## src/rtl/alm_pkg.sv

```systemverilog
// Purpose: Shared constants and types for the async list bitmaps and mode register
// Assumes: 32-bit word registers on a simple synchronous processor port
// Notes:   Byte offsets are printed as word-aligned addresses
package alm_pkg;
  localparam int          SLOTS          = 32;            // Descriptor slots per list
  localparam logic [11:0] OFS_DONE       = 12'h150;       // Done bitmap
  localparam logic [11:0] OFS_SKIP       = 12'h154;       // Skip bitmap
  localparam logic [11:0] OFS_FINAL      = 12'h158;       // Final slot bitmap
  localparam logic [11:0] OFS_HWMODE     = 12'h300;       // Hardware mode config
  localparam logic [31:0] RST_DONE       = 32'h00000000;
  localparam logic [31:0] RST_SKIP       = 32'hffffffff;  // Every slot skipped at start
  localparam logic [31:0] RST_FINAL      = 32'h00000000;
  localparam logic [31:0] RST_HWMODE     = 32'h00000100;  // 32-bit bus after reset
  localparam logic [31:0] HWMODE_MASK    = 32'h80008167;  // Implemented mode bits
  localparam int          B_XCVR_RST     = 31;            // All transceiver reset
  localparam int          B_OC_TYPE      = 15;            // Overcurrent type select
  localparam int          B_BUS_WIDTH    = 8;             // 1 = 32-bit, 0 = 16-bit
  localparam int          B_DMA_ACK_POLARITY     = 6;             // DMA ack polarity
  localparam int          B_DMA_REQUEST_POLARITY     = 5;             // DMA request polarity
  localparam int          B_IRQ_POL      = 2;             // Irq polarity
  localparam int          B_IRQ_TRIG     = 1;             // 0 level, 1 pulse
  localparam int          B_IRQ_EN       = 0;             // Irq master enable
  localparam int          CLK_PERIOD_NS  = 5;             // 200 MHz reference clock
  localparam int          IRQ_PULSE_NS   = 50;            // Width of pulse-mode interrupt
  localparam int          IRQ_PULSE_CYC  = (IRQ_PULSE_NS + CLK_PERIOD_NS - 1) / CLK_PERIOD_NS;

  // Processor port request, one cycle strobes
  typedef struct packed {
    logic        sel;    // Chip select
    logic        wr;     // Write strobe
    logic        rd;     // Read strobe
    logic [11:0] addr;   // Byte address
    logic [31:0] wdata;  // Write data
  } alm_bus_req_t;

  // Scanner states, Gray coded along idle-scan-exec
  typedef enum logic [1:0] {
    ST_IDLE = 2'b00,
    ST_SCAN = 2'b01,
    ST_EXEC = 2'b11
  } alm_state_t;
endpackage

```

## src/rtl/alm_async_list_maps.sv

```systemverilog
// Purpose: Async list done/skip/final bitmaps, slot scanner and hardware mode register
// Assumes: Engine reports completion of the started slot with a one-cycle pulse
// Notes:   Read data appears one cycle after the read strobe
module alm_async_list_maps #(
  parameter int IRQ_PULSE = alm_pkg::IRQ_PULSE_CYC  // Pulse-mode width in cycles
) (
  input  wire logic                  ref_clk,
  input  wire logic                  rstn,
  input  wire alm_pkg::alm_bus_req_t bus_req,              // Processor request
  output logic [31:0]                bus_rdata_q,          // Read data
  output logic                       bus_rvalid_q,         // Read data valid pulse
  input  wire logic                  sched_enable,         // Scanner run enable
  input  wire logic [31:0]           slot_valid,           // Valid flag of each slot
  output logic                       sched_start_q,        // Start pulse to engine
  output logic [4:0]                 sched_slot_q,         // Slot being executed
  input  wire logic                  exec_done,            // Engine completion pulse
  input  wire logic                  irq_event,            // Interrupt cause, level
  output logic                       irq_out_q,            // Interrupt pin level
  input  wire logic                  dma_ack_input,        // Raw DMA ack pin
  output logic                       dma_ack_active_q,     // Ack, active high inside
  input  wire logic                  dma_req,              // Internal DMA request
  output logic                       dma_request_output_q, // DMA request pin level
  output logic                       all_transceiver_reset_q,
  output logic                       overcurrent_type_select_q,
  output logic                       bus_is_32bit_q        // Selects processor bus width
);
  logic [31:0]         done_q, done_d;     // Done bitmap
  logic [31:0]         skip_q, skip_d;     // Skip bitmap
  logic [31:0]         final_q, final_d;   // Final slot bitmap
  logic [31:0]         mode_q, mode_d;     // Hardware mode bits
  logic [31:0]         rdata_d;
  logic                rvalid_d;
  alm_pkg::alm_state_t st_q, st_d;         // Scanner state
  logic [4:0]          idx_q, idx_d;       // Slot under examination
  logic                start_d;
  logic [4:0]          slot_d;
  logic [7:0]          pcnt_q, pcnt_d;     // Pulse counter
  logic                evt_q;              // Previous irq_event
  logic                irq_d, ack_d, dma_request_output_d;
  logic                hit_done, hit_skip, hit_final, hit_mode, rd_done;

  // Next slot after idx: wrap at final bit or at the top slot
  function automatic logic [4:0] next_slot(input logic [4:0] i, input logic [31:0] fin);
    next_slot = (fin[i] || i == 5'h1f) ? 5'h00 : i + 5'h01;
  endfunction

  assign hit_done  = bus_req.sel && bus_req.addr == alm_pkg::OFS_DONE;
  assign hit_skip  = bus_req.sel && bus_req.addr == alm_pkg::OFS_SKIP;
  assign hit_final = bus_req.sel && bus_req.addr == alm_pkg::OFS_FINAL;
  assign hit_mode  = bus_req.sel && bus_req.addr == alm_pkg::OFS_HWMODE;
  assign rd_done   = hit_done && bus_req.rd;

  // Register file next values
  always_comb begin
    skip_d   = skip_q;
    final_d  = final_q;
    mode_d   = mode_q;
    rdata_d  = bus_rdata_q;
    rvalid_d = bus_req.sel && bus_req.rd;
    // Clear what was read, then apply completions so a coinciding set survives
    done_d = rd_done ? 32'h00000000 : done_q;
    if (st_q == alm_pkg::ST_EXEC && exec_done) begin
      done_d[sched_slot_q] = 1'b1;
    end
    if (bus_req.sel && bus_req.wr) begin
      // Done map ignores writes
      if (hit_skip)  skip_d  = bus_req.wdata;
      if (hit_final) final_d = bus_req.wdata;
      // Reserved bits are not stored, so they read back zero
      if (hit_mode)  mode_d  = bus_req.wdata & alm_pkg::HWMODE_MASK;
    end
    if (bus_req.sel && bus_req.rd) begin
      if (hit_done)       rdata_d = done_q;
      else if (hit_skip)  rdata_d = skip_q;
      else if (hit_final) rdata_d = final_q;
      else if (hit_mode)  rdata_d = mode_q;
      else                rdata_d = 32'h00000000;  // Unmapped reads zero
    end
  end

  // Register file storage
  always_ff @(posedge ref_clk or negedge rstn) begin
    if (!rstn) begin
      done_q       <= alm_pkg::RST_DONE;
      skip_q       <= alm_pkg::RST_SKIP;
      final_q      <= alm_pkg::RST_FINAL;
      mode_q       <= alm_pkg::RST_HWMODE;
      bus_rdata_q  <= 32'h00000000;
      bus_rvalid_q <= 1'b0;
    end else begin
      done_q       <= done_d;
      skip_q       <= skip_d;
      final_q      <= final_d;
      mode_q       <= mode_d;
      bus_rdata_q  <= rdata_d;
      bus_rvalid_q <= rvalid_d;
    end
  end

  assign all_transceiver_reset_q   = mode_q[alm_pkg::B_XCVR_RST];
  assign overcurrent_type_select_q = mode_q[alm_pkg::B_OC_TYPE];
  assign bus_is_32bit_q            = mode_q[alm_pkg::B_BUS_WIDTH];

  // Scanner: walks slots by index only; descriptor contents never steer the order
  always_comb begin
    st_d    = st_q;
    idx_d   = idx_q;
    start_d = 1'b0;
    slot_d  = sched_slot_q;
    unique case (st_q)
      alm_pkg::ST_IDLE: begin
        if (sched_enable) st_d = alm_pkg::ST_SCAN;
      end
      alm_pkg::ST_SCAN: begin
        if (!sched_enable) begin
          st_d = alm_pkg::ST_IDLE;
        end else if (slot_valid[idx_q] && !skip_q[idx_q]) begin
          start_d = 1'b1;
          slot_d  = idx_q;
          st_d    = alm_pkg::ST_EXEC;
        end else begin
          idx_d = next_slot(idx_q, final_q);
        end
      end
      alm_pkg::ST_EXEC: begin
        // A running slot is never cut off by map writes
        if (exec_done) begin
          idx_d = next_slot(idx_q, final_q);
          st_d  = alm_pkg::ST_SCAN;
        end
      end
      default: st_d = alm_pkg::ST_IDLE;  // Code 2'b10 is illegal
    endcase
  end

  // Scanner registers
  always_ff @(posedge ref_clk or negedge rstn) begin
    if (!rstn) begin
      st_q          <= alm_pkg::ST_IDLE;
      idx_q         <= 5'h00;
      sched_start_q <= 1'b0;
      sched_slot_q  <= 5'h00;
    end else begin
      st_q          <= st_d;
      idx_q         <= idx_d;
      sched_start_q <= start_d;
      sched_slot_q  <= slot_d;
    end
  end

  // Interrupt shaping and DMA polarity
  always_comb begin
    pcnt_d = (pcnt_q != 8'h00) ? pcnt_q - 8'h01 : 8'h00;
    // A new rising edge is ignored while a pulse is still running
    if (irq_event && !evt_q && pcnt_q == 8'h00) pcnt_d = IRQ_PULSE[7:0];
    irq_d = mode_q[alm_pkg::B_IRQ_EN] &&
            (mode_q[alm_pkg::B_IRQ_TRIG] ? (pcnt_q != 8'h00) : irq_event);
    irq_d  = irq_d ~^ mode_q[alm_pkg::B_IRQ_POL];
    ack_d  = dma_ack_input ~^ mode_q[alm_pkg::B_DMA_ACK_POLARITY];
    dma_request_output_d = dma_req ~^ mode_q[alm_pkg::B_DMA_REQUEST_POLARITY];
  end

  // Interrupt and DMA registers; reset levels match reset polarity zero
  always_ff @(posedge ref_clk or negedge rstn) begin
    if (!rstn) begin
      pcnt_q               <= 8'h00;
      evt_q                <= 1'b0;
      irq_out_q            <= 1'b1;
      dma_ack_active_q     <= 1'b0;
      dma_request_output_q <= 1'b1;
    end else begin
      pcnt_q               <= pcnt_d;
      evt_q                <= irq_event;
      irq_out_q            <= irq_d;
      dma_ack_active_q     <= ack_d;
      dma_request_output_q <= dma_request_output_d;
    end
  end

  property p_done_set;
    @(posedge ref_clk) disable iff (!rstn)
    (st_q == alm_pkg::ST_EXEC && exec_done) |=> done_q[$past(sched_slot_q)];
  endproperty
  a_done_set: assert property (p_done_set) else $error("completion not flagged");

  property p_read_clear;
    @(posedge ref_clk) disable iff (!rstn)
    (rd_done && !exec_done) |=> (bus_rdata_q == $past(done_q)) && (done_q == 32'h00000000);
  endproperty
  a_read_clear: assert property (p_read_clear) else $error("done read not cleared");

  property p_skip;
    @(posedge ref_clk) disable iff (!rstn)
    (st_q == alm_pkg::ST_SCAN && skip_q[idx_q]) |=> !sched_start_q;
  endproperty
  a_skip: assert property (p_skip) else $error("skipped slot started");

  property p_skip_wr;
    @(posedge ref_clk) disable iff (!rstn)
    (hit_skip && bus_req.wr) |=> skip_q == $past(bus_req.wdata);
  endproperty
  a_skip_wr: assert property (p_skip_wr) else $error("skip write lost");

  property p_wrap;
    @(posedge ref_clk) disable iff (!rstn)
    (st_q == alm_pkg::ST_SCAN && sched_enable && final_q[idx_q] &&
     !(slot_valid[idx_q] && !skip_q[idx_q])) |=> idx_q == 5'h00;
  endproperty
  a_wrap: assert property (p_wrap) else $error("scan did not wrap");

  property p_mode_wr;
    @(posedge ref_clk) disable iff (!rstn)
    (hit_mode && bus_req.wr) |=> mode_q == ($past(bus_req.wdata) & alm_pkg::HWMODE_MASK);
  endproperty
  a_mode_wr: assert property (p_mode_wr) else $error("mode write wrong");

  property p_irq_off;
    @(posedge ref_clk) disable iff (!rstn)
    !mode_q[alm_pkg::B_IRQ_EN] |=> irq_out_q != $past(mode_q[alm_pkg::B_IRQ_POL]);
  endproperty
  a_irq_off: assert property (p_irq_off) else $error("irq while disabled");

  // Load value follows the parameter, so a shortened pulse is still checked correctly
  property p_pulse;
    @(posedge ref_clk) disable iff (!rstn)
    (irq_event && !evt_q && pcnt_q == 8'h00) |=> (pcnt_q == IRQ_PULSE[7:0]);
  endproperty
  a_pulse: assert property (p_pulse) else $error("pulse width wrong");

  // A running pulse counts down by one each cycle; new edges never reload it
  property p_pulse_dec;
    @(posedge ref_clk) disable iff (!rstn)
    (pcnt_q != 8'h00) |=> (pcnt_q == $past(pcnt_q) - 8'h01);
  endproperty
  a_pulse_dec: assert property (p_pulse_dec) else $error("pulse count wrong");

  property p_dma_request_output;
    @(posedge ref_clk) disable iff (!rstn)
    1'b1 |=> dma_request_output_q == ($past(dma_req) ~^ $past(mode_q[alm_pkg::B_DMA_REQUEST_POLARITY]));
  endproperty
  a_dma_request_output: assert property (p_dma_request_output) else $error("dma_request_output polarity wrong");
endmodule

```

## config.mk

```make
export PLATFORM = sky130hd
export DESIGN_NAME = alm_async_list_maps
export DESIGN_NICKNAME = d
export VERILOG_FILES = /design/src/rtl/alm_pkg.sv /design/src/rtl/alm_async_list_maps.sv
export SDC_FILE = /design/constraint.sdc
export NUM_CORES = 1
export LEC_CHECK = 0
export BUFFER_PORTS_ARGS = -buffer_cell sky130_fd_sc_hd__buf_2
export CORE_MARGIN = 2
export CORE_UTILIZATION = 44
export CTS_BUF_LIST = sky130_fd_sc_hd__clkbuf_16
export CTS_CLUSTER_DIAMETER = 150
export DETAILED_ROUTE_END_ITERATION = 6
export SLEW_MARGIN = 40
export SYNTH_ARGS = -nofsm -noshare
export SYNTH_HDL_FRONTEND = slang
export SYNTH_SLANG_ARGS = --single-unit
```

## constraint.sdc

```tcl
create_clock -name ref_clk -period 3.7 [get_ports ref_clk]
set_clock_uncertainty 0.1 [all_clocks]
set_input_delay 0 -clock ref_clk [delete_from_list [all_inputs] [get_ports ref_clk]]
set_output_delay 0 -clock ref_clk [all_outputs]
set_load 0.005 [all_outputs]
```

# ---- Word level (Yosys, flattened, before mapping)
# Index checks and enable logic that the tools add are counted.
dict set report classes {
  addsub 2
  magnitude_cmp 3
  n_eq_ne 12
  n_mux 30
  bitwise_logic 4
  reduce_logical 26
}
# cell count
set op_table {}
lappend op_table {{$mux 32} 6}
lappend op_table {{$eq 12x9->1 const B} 3}
lappend op_table {{$or 32x32->32} 1}
lappend op_table {{$mux 5} 4}
lappend op_table {{$mux 8} 2}
lappend op_table {{$bmux 1 s5} 3}
lappend op_table {{$logic_and 1x1->1} 13}
lappend op_table {{$eq 12x10->1 const B} 1}
lappend op_table {{$lt 5x6->1 const B} 2}
lappend op_table {{$pmux 5 s2} 1}
lappend op_table {{$logic_not 8->1} 1}
lappend op_table {{$mux 1} 8}
lappend op_table {{$mux 2} 4}
lappend op_table {{$ne 2x2->1 const B} 4}
lappend op_table {{$reduce_bool 8->1} 1}
lappend op_table {{$sub 8x1->8 const B} 1}
lappend op_table {{$pmux 2 s3} 1}
lappend op_table {{$reduce_and 2->1} 3}
lappend op_table {{$reduce_and 3->1} 2}
lappend op_table {{$add 5x1->5 const B} 1}
lappend op_table {{$demux 1 s5} 1}
lappend op_table {{$eq 5x5->1 const B} 1}
lappend op_table {{$ge 5x1->1 const B} 1}
lappend op_table {{$reduce_and 4->1} 1}
lappend op_table {{other kinds (8)} 11}
dict set report totals {
  ff_bits 162
  inputBits 86
  out_inout_bits 45
  wordCells 92
}

# ---- Depth between registers and ports, before layout
dict set report logic_depth {
  ltp_word 7
  mapped_depth 10
  ltp_nobuf 7
}

# ---- Worst setup path after synthesis
# Ideal clock, no wire load.
dict set report synth_timing {
  kind {flip-flop to flip-flop}
  from {reg idx_q[0]}
  to {reg sched_slot_q[2]}
  setup_time_ps 125
  arrival_ps 2079
  required_ps 3475
  slack_ps 1395
  stages_incl_launch_ff 9
  n_path_buf 3
  period_less_slack_ps 2305
  cell_sequence {dfrtp_1 -> buf_6 -> buf_2 -> a2111oi_0 -> a21oi_1 -> a32oi_1 -> a21o_1 -> buf_2 -> mux2_4}
}
dict set report synth_via {
  elab_chain_len 5
  elab_cells_between_ends 7
  classes_between {mux: 4; reduce/logical: 3}
}
# item line_no
set synth_lines {}
lappend synth_lines {{from (decl)} alm_async_list_maps.sv:34} ;# logic [4:0] idx_q, idx_d;
lappend synth_lines {{from (signal assigned)} alm_async_list_maps.sv:145} ;# idx_q <= idx_d;
lappend synth_lines {{$bmux 1 s5} alm_async_list_maps.sv:117} ;# end else if (slot_valid[idx_q] && !skip_q[idx_q]) begin
lappend synth_lines {{$mux 1 (not written as such)} alm_async_list_maps.sv:117}
lappend synth_lines {{$logic_not 1->1} alm_async_list_maps.sv:117}
lappend synth_lines {{$logic_and 1x1->1 *} alm_async_list_maps.sv:117}
lappend synth_lines {{$reduce_and 3->1 (no source line) *} --}
lappend synth_lines {{to (signal assigned)} alm_async_list_maps.sv:147} ;# sched_slot_q <= slot_d;
lappend synth_lines {{to (decl)} alm_async_list_maps.sv:15} ;# output logic [4:0] sched_slot_q,
# Every way passes the cells marked *; elsewhere a longest branch is shown, timed or not. The select of a mux whose other input is x is not followed.
# A chain may end at the register's enable or synchronous reset.

# ---- Worst setup path in the final report
dict set report layout_timing {
  from {reg idx_q[2]}
  to {reg st_q[0]}
}
dict set report layout_via {
  elab_chain_len 6
  elab_cells_between_ends 8
  classes_between {eq/ne: 1; mux: 4; reduce/logical: 3}
}
# item line_no
set layout_lines {}
lappend layout_lines {{$bmux 1 s5} alm_async_list_maps.sv:117}
lappend layout_lines {{$mux 1 (not written as such)} alm_async_list_maps.sv:117}
lappend layout_lines {{$logic_not 1->1} alm_async_list_maps.sv:117}
lappend layout_lines {{$logic_and 1x1->1 *} alm_async_list_maps.sv:117}
lappend layout_lines {{$ne 3x3->1 (no source line) *} --}
lappend layout_lines {{$reduce_and 3->1 (no source line) *} --}
lappend layout_lines {{to (signal assigned)} alm_async_list_maps.sv:139} ;# st_q <= alm_pkg::ST_IDLE;
lappend layout_lines {{to (signal assigned)} alm_async_list_maps.sv:144} ;# st_q <= st_d;
lappend layout_lines {{to (decl)} alm_async_list_maps.sv:33} ;# alm_pkg::alm_state_t st_q, st_d;
# Marked as above.

==> flow_metrics.env <==
export IMPL_reg2reg_slack_ps=900
export IMPL_clock_root_buffer="clkbuf_16"
export IMPL_clk_path_buf_depth=2
export IMPL_use_met1_pct=34.1
export IMPL_post_route_drc_count=0
export IMPL_async_flop_share_pct=100
export IMPL_cts_buffers=17
export IMPL_ys_ff_latch=162
export IMPL_yosys_warnings=0
export IMPL_numPortBuffers=130
export IMPL_post_drt_wl_per_cell_um=19.8
export IMPL_synth_edf_count=0
export IMPL_grt_max_degree=108
export IMPL_grt_pass1_vias=6128
export IMPL_drt_pass1_iter_count=6
export IMPL_arrival_ps=3000
export IMPL_fp_dieW_um=137
export IMPL_maxSlewViolCount=0
export IMPL_ys_flop_type="dfrtp_1"
export IMPL_hold_class="primary input to register"
export IMPL_syn_area_per_cell_um2=11.3
export IMPL_htreeDepth=4
export IMPL_final_nets=941
export IMPL_syn_nets=786
export IMPL_die_area_um2=18900
export IMPL_clk_pin_slew_ps=60
export IMPL_fin_setup_tns_ps=0
export IMPL_leakage_nw=4.54
export IMPL_gp_congestion=0.867
export IMPL_synth_cell_types=56
export IMPL_vias_per_cell=5.64
export IMPL_coreArea_um2=17400
export IMPL_totalWireLength_um=21500
export IMPL_cp_start_kind="register"
export IMPL_p_per_area_nw_per_um2=518
export IMPL_cts_setup_buffers=0
export IMPL_yosysSeqAreaShare_pct=52.4
export IMPL_cp_end_kind="register"
export IMPL_grt_overflow=0
export IMPL_max_freq_mhz=357
export IMPL_peakVddDrop_mv=0.390
export IMPL_cts_tree="built"
export IMPL_ios=131
export IMPL_worst_pin_slew_ps=742
export IMPL_hold_violations=0
export IMPL_grt_total_usage_pct=23.7
export IMPL_clkLatencyLatePin_ps=430
export IMPL_relSlewSlack_pct=50.6
export IMPL_cts_sinks=162
export IMPL_finalSetupViolations=0
export IMPL_worstReg2RegEnd="st_q[0]"
export IMPL_instances_no_fill=1085
export IMPL_ant_nets=0
export IMPL_cp_max_fo=29
export IMPL_synth_area_um2=7820
export IMPL_fp_row_count=48
export IMPL_drive_above_1_share_pct=31.3
export IMPL_use_met2_pct=37.3
export IMPL_use_met3_pct=4.23
export IMPL_worstPathRequired_ps=3900
export IMPL_start_util_pct=45.1
export IMPL_critical_path_class="register to register"
export IMPL_hp_start="bus_req[46]"
export IMPL_period_minus_slack_ps=2800
export IMPL_dieHeight_um=137
export IMPL_area_growth_pct=23.5
export IMPL_syn_inst=692
export IMPL_drt_iter0_drc=422
export IMPL_rr_startpoint="idx_q[2]"
export IMPL_dp_cells=1013
export IMPL_via_count=6121
export IMPL_totalPowerFinal_w=0.00500
export IMPL_final_common_cell="buf_2"
export IMPL_top_usage_layer="met2"
export IMPL_grt_pass1_wl_um=33600
export IMPL_antenna_found_initial=0
export IMPL_run_status="completed"
export IMPL_worstRegToRegCells=7
export IMPL_worstHoldPathCells=3
export IMPL_mostFrequentLayoutCells="buf_2, dfrtp_1, o21ai_0"
export IMPL_post_dp_hpwl_um=15400
export IMPL_rsz0062_at_grt="false"
export IMPL_drv_cap=0
export IMPL_hold_end="bus_rvalid_q"
export IMPL_fin_crit_sh_pct=75.6
export IMPL_diodes=0
cell type report:
cell class	count	area, um2
timing repair buffer	181	1160
tap	225	282
fill	1528	7690
clock inverter	15	193
multi-input combinational	468	3440
sequential	162	4100
clock buffer	17	425
inverter	17	63.8
logic make-up after synthesis:
| logic type | synth area share (%) |
|---|---|
| xor gates and xnor gates | 0.896 |
| adders and majority gates | 1.28 |
| DFF | 52.4 |
| muxes | 13.1 |
| buffers and inverters | 3.79 |
| and+or+nand+nor | 13.1 |
| AOI/OAI and AO/OA | 15.5 |
flip-flops by register name, indices dropped and copies added (netlist names):
register and count:
bus_rdata_q 32, done_q 32, final_q 32, skip_q 32, mode_q 8, pcnt_q 8, idx_q 5, sched_slot_q 5
st_q 2, bus_rvalid_q 1, dma_ack_active_q 1, dma_request_output_q 1, evt_q 1, irq_out_q 1, sched_start_q 1
cell usage after synthesis, drive strengths merged, types with 8 or more instances:
library cell | count | area, um2
nor2 | 24 | 92.6
buf | 19 | 135
mux4 | 8 | 180
dfstp | 35 | 920
nand2b | 28 | 175
nor2b | 13 | 81.3
nand2 | 70 | 263
inv | 17 | 63.8
dfrtp | 127 | 3180
a22o | 48 | 420
a221oi | 13 | 114
mux2 | 74 | 841
ha | 8 | 100
clkbuf | 26 | 97.6
o21ai | 84 | 420
nor3 | 10 | 50.1
critical path: stages, from the launching register on:
cell       delay [ps]
dfrtp_2           700
nor3b_1           130
a2111oi_0         410
a21oi_1            70
a32oi_1           540
a21o_1            390
o21ai_0           170
o2bb2ai_1         150
where the power goes:
part	total, W	switching, W	leakage, nW	internal [W]
sequential	0.00218	0.000259	2.09	0.00193
combinational	0.000965	0.000516	2.16	0.000449
clock	0.00186	0.000775	0.296	0.00108
how the worst max path moves through the flow:
stage             start              end  slack, ps  cells past startpoint
3_3_place_gp   idx_q[2]         idx_q[3]        720                      7
3_5_place_dp   idx_q[0]  sched_slot_q[2]        660                      6
5_1_grt        idx_q[2]  sched_slot_q[2]        720                      6
6_report       idx_q[2]          st_q[0]        900                      7
2_1_floorplan  idx_q[0]  sched_slot_q[2]       1400                      8
4_1_cts        idx_q[0]  sched_slot_q[2]        650                      6
routing by layer:
metal | up-vias | share of wire, %
li1 | 2826 | -
met1 | 3089 | 47
met2 | 189 | 46
met3 | 17 | 5.7
met4 | 0 | 1.1
met5 | - | 0
what timing repair did:
item | CTS | global route
endpoints found under the hold margin | 181 | 22
hold buffers | 38 | 1
resized for setup | 0 | 0
metrics by stage:
| stage | instance area (um2) | utilization [%] | hold WS, ps | setup WS (ps) |
|---|---|---|---|---|
| 4_1_cts | 9620 | 55.4 | 95.4 | 650 |
| 5_1_grt | 9660 | 55.7 | 140 | 721 |
| 3_5_place_dp | 8630 | 49.7 | 15.4 | 665 |
| 2_1_floorplan | 7820 | - | -396 | 1400 |
| 3_3_place_gp | 8610 | 49.6 | 46.5 | 720 |
| 6_report | 9660 | 55.7 | 105 | 903 |
Power figures use the tool's default switching activity.
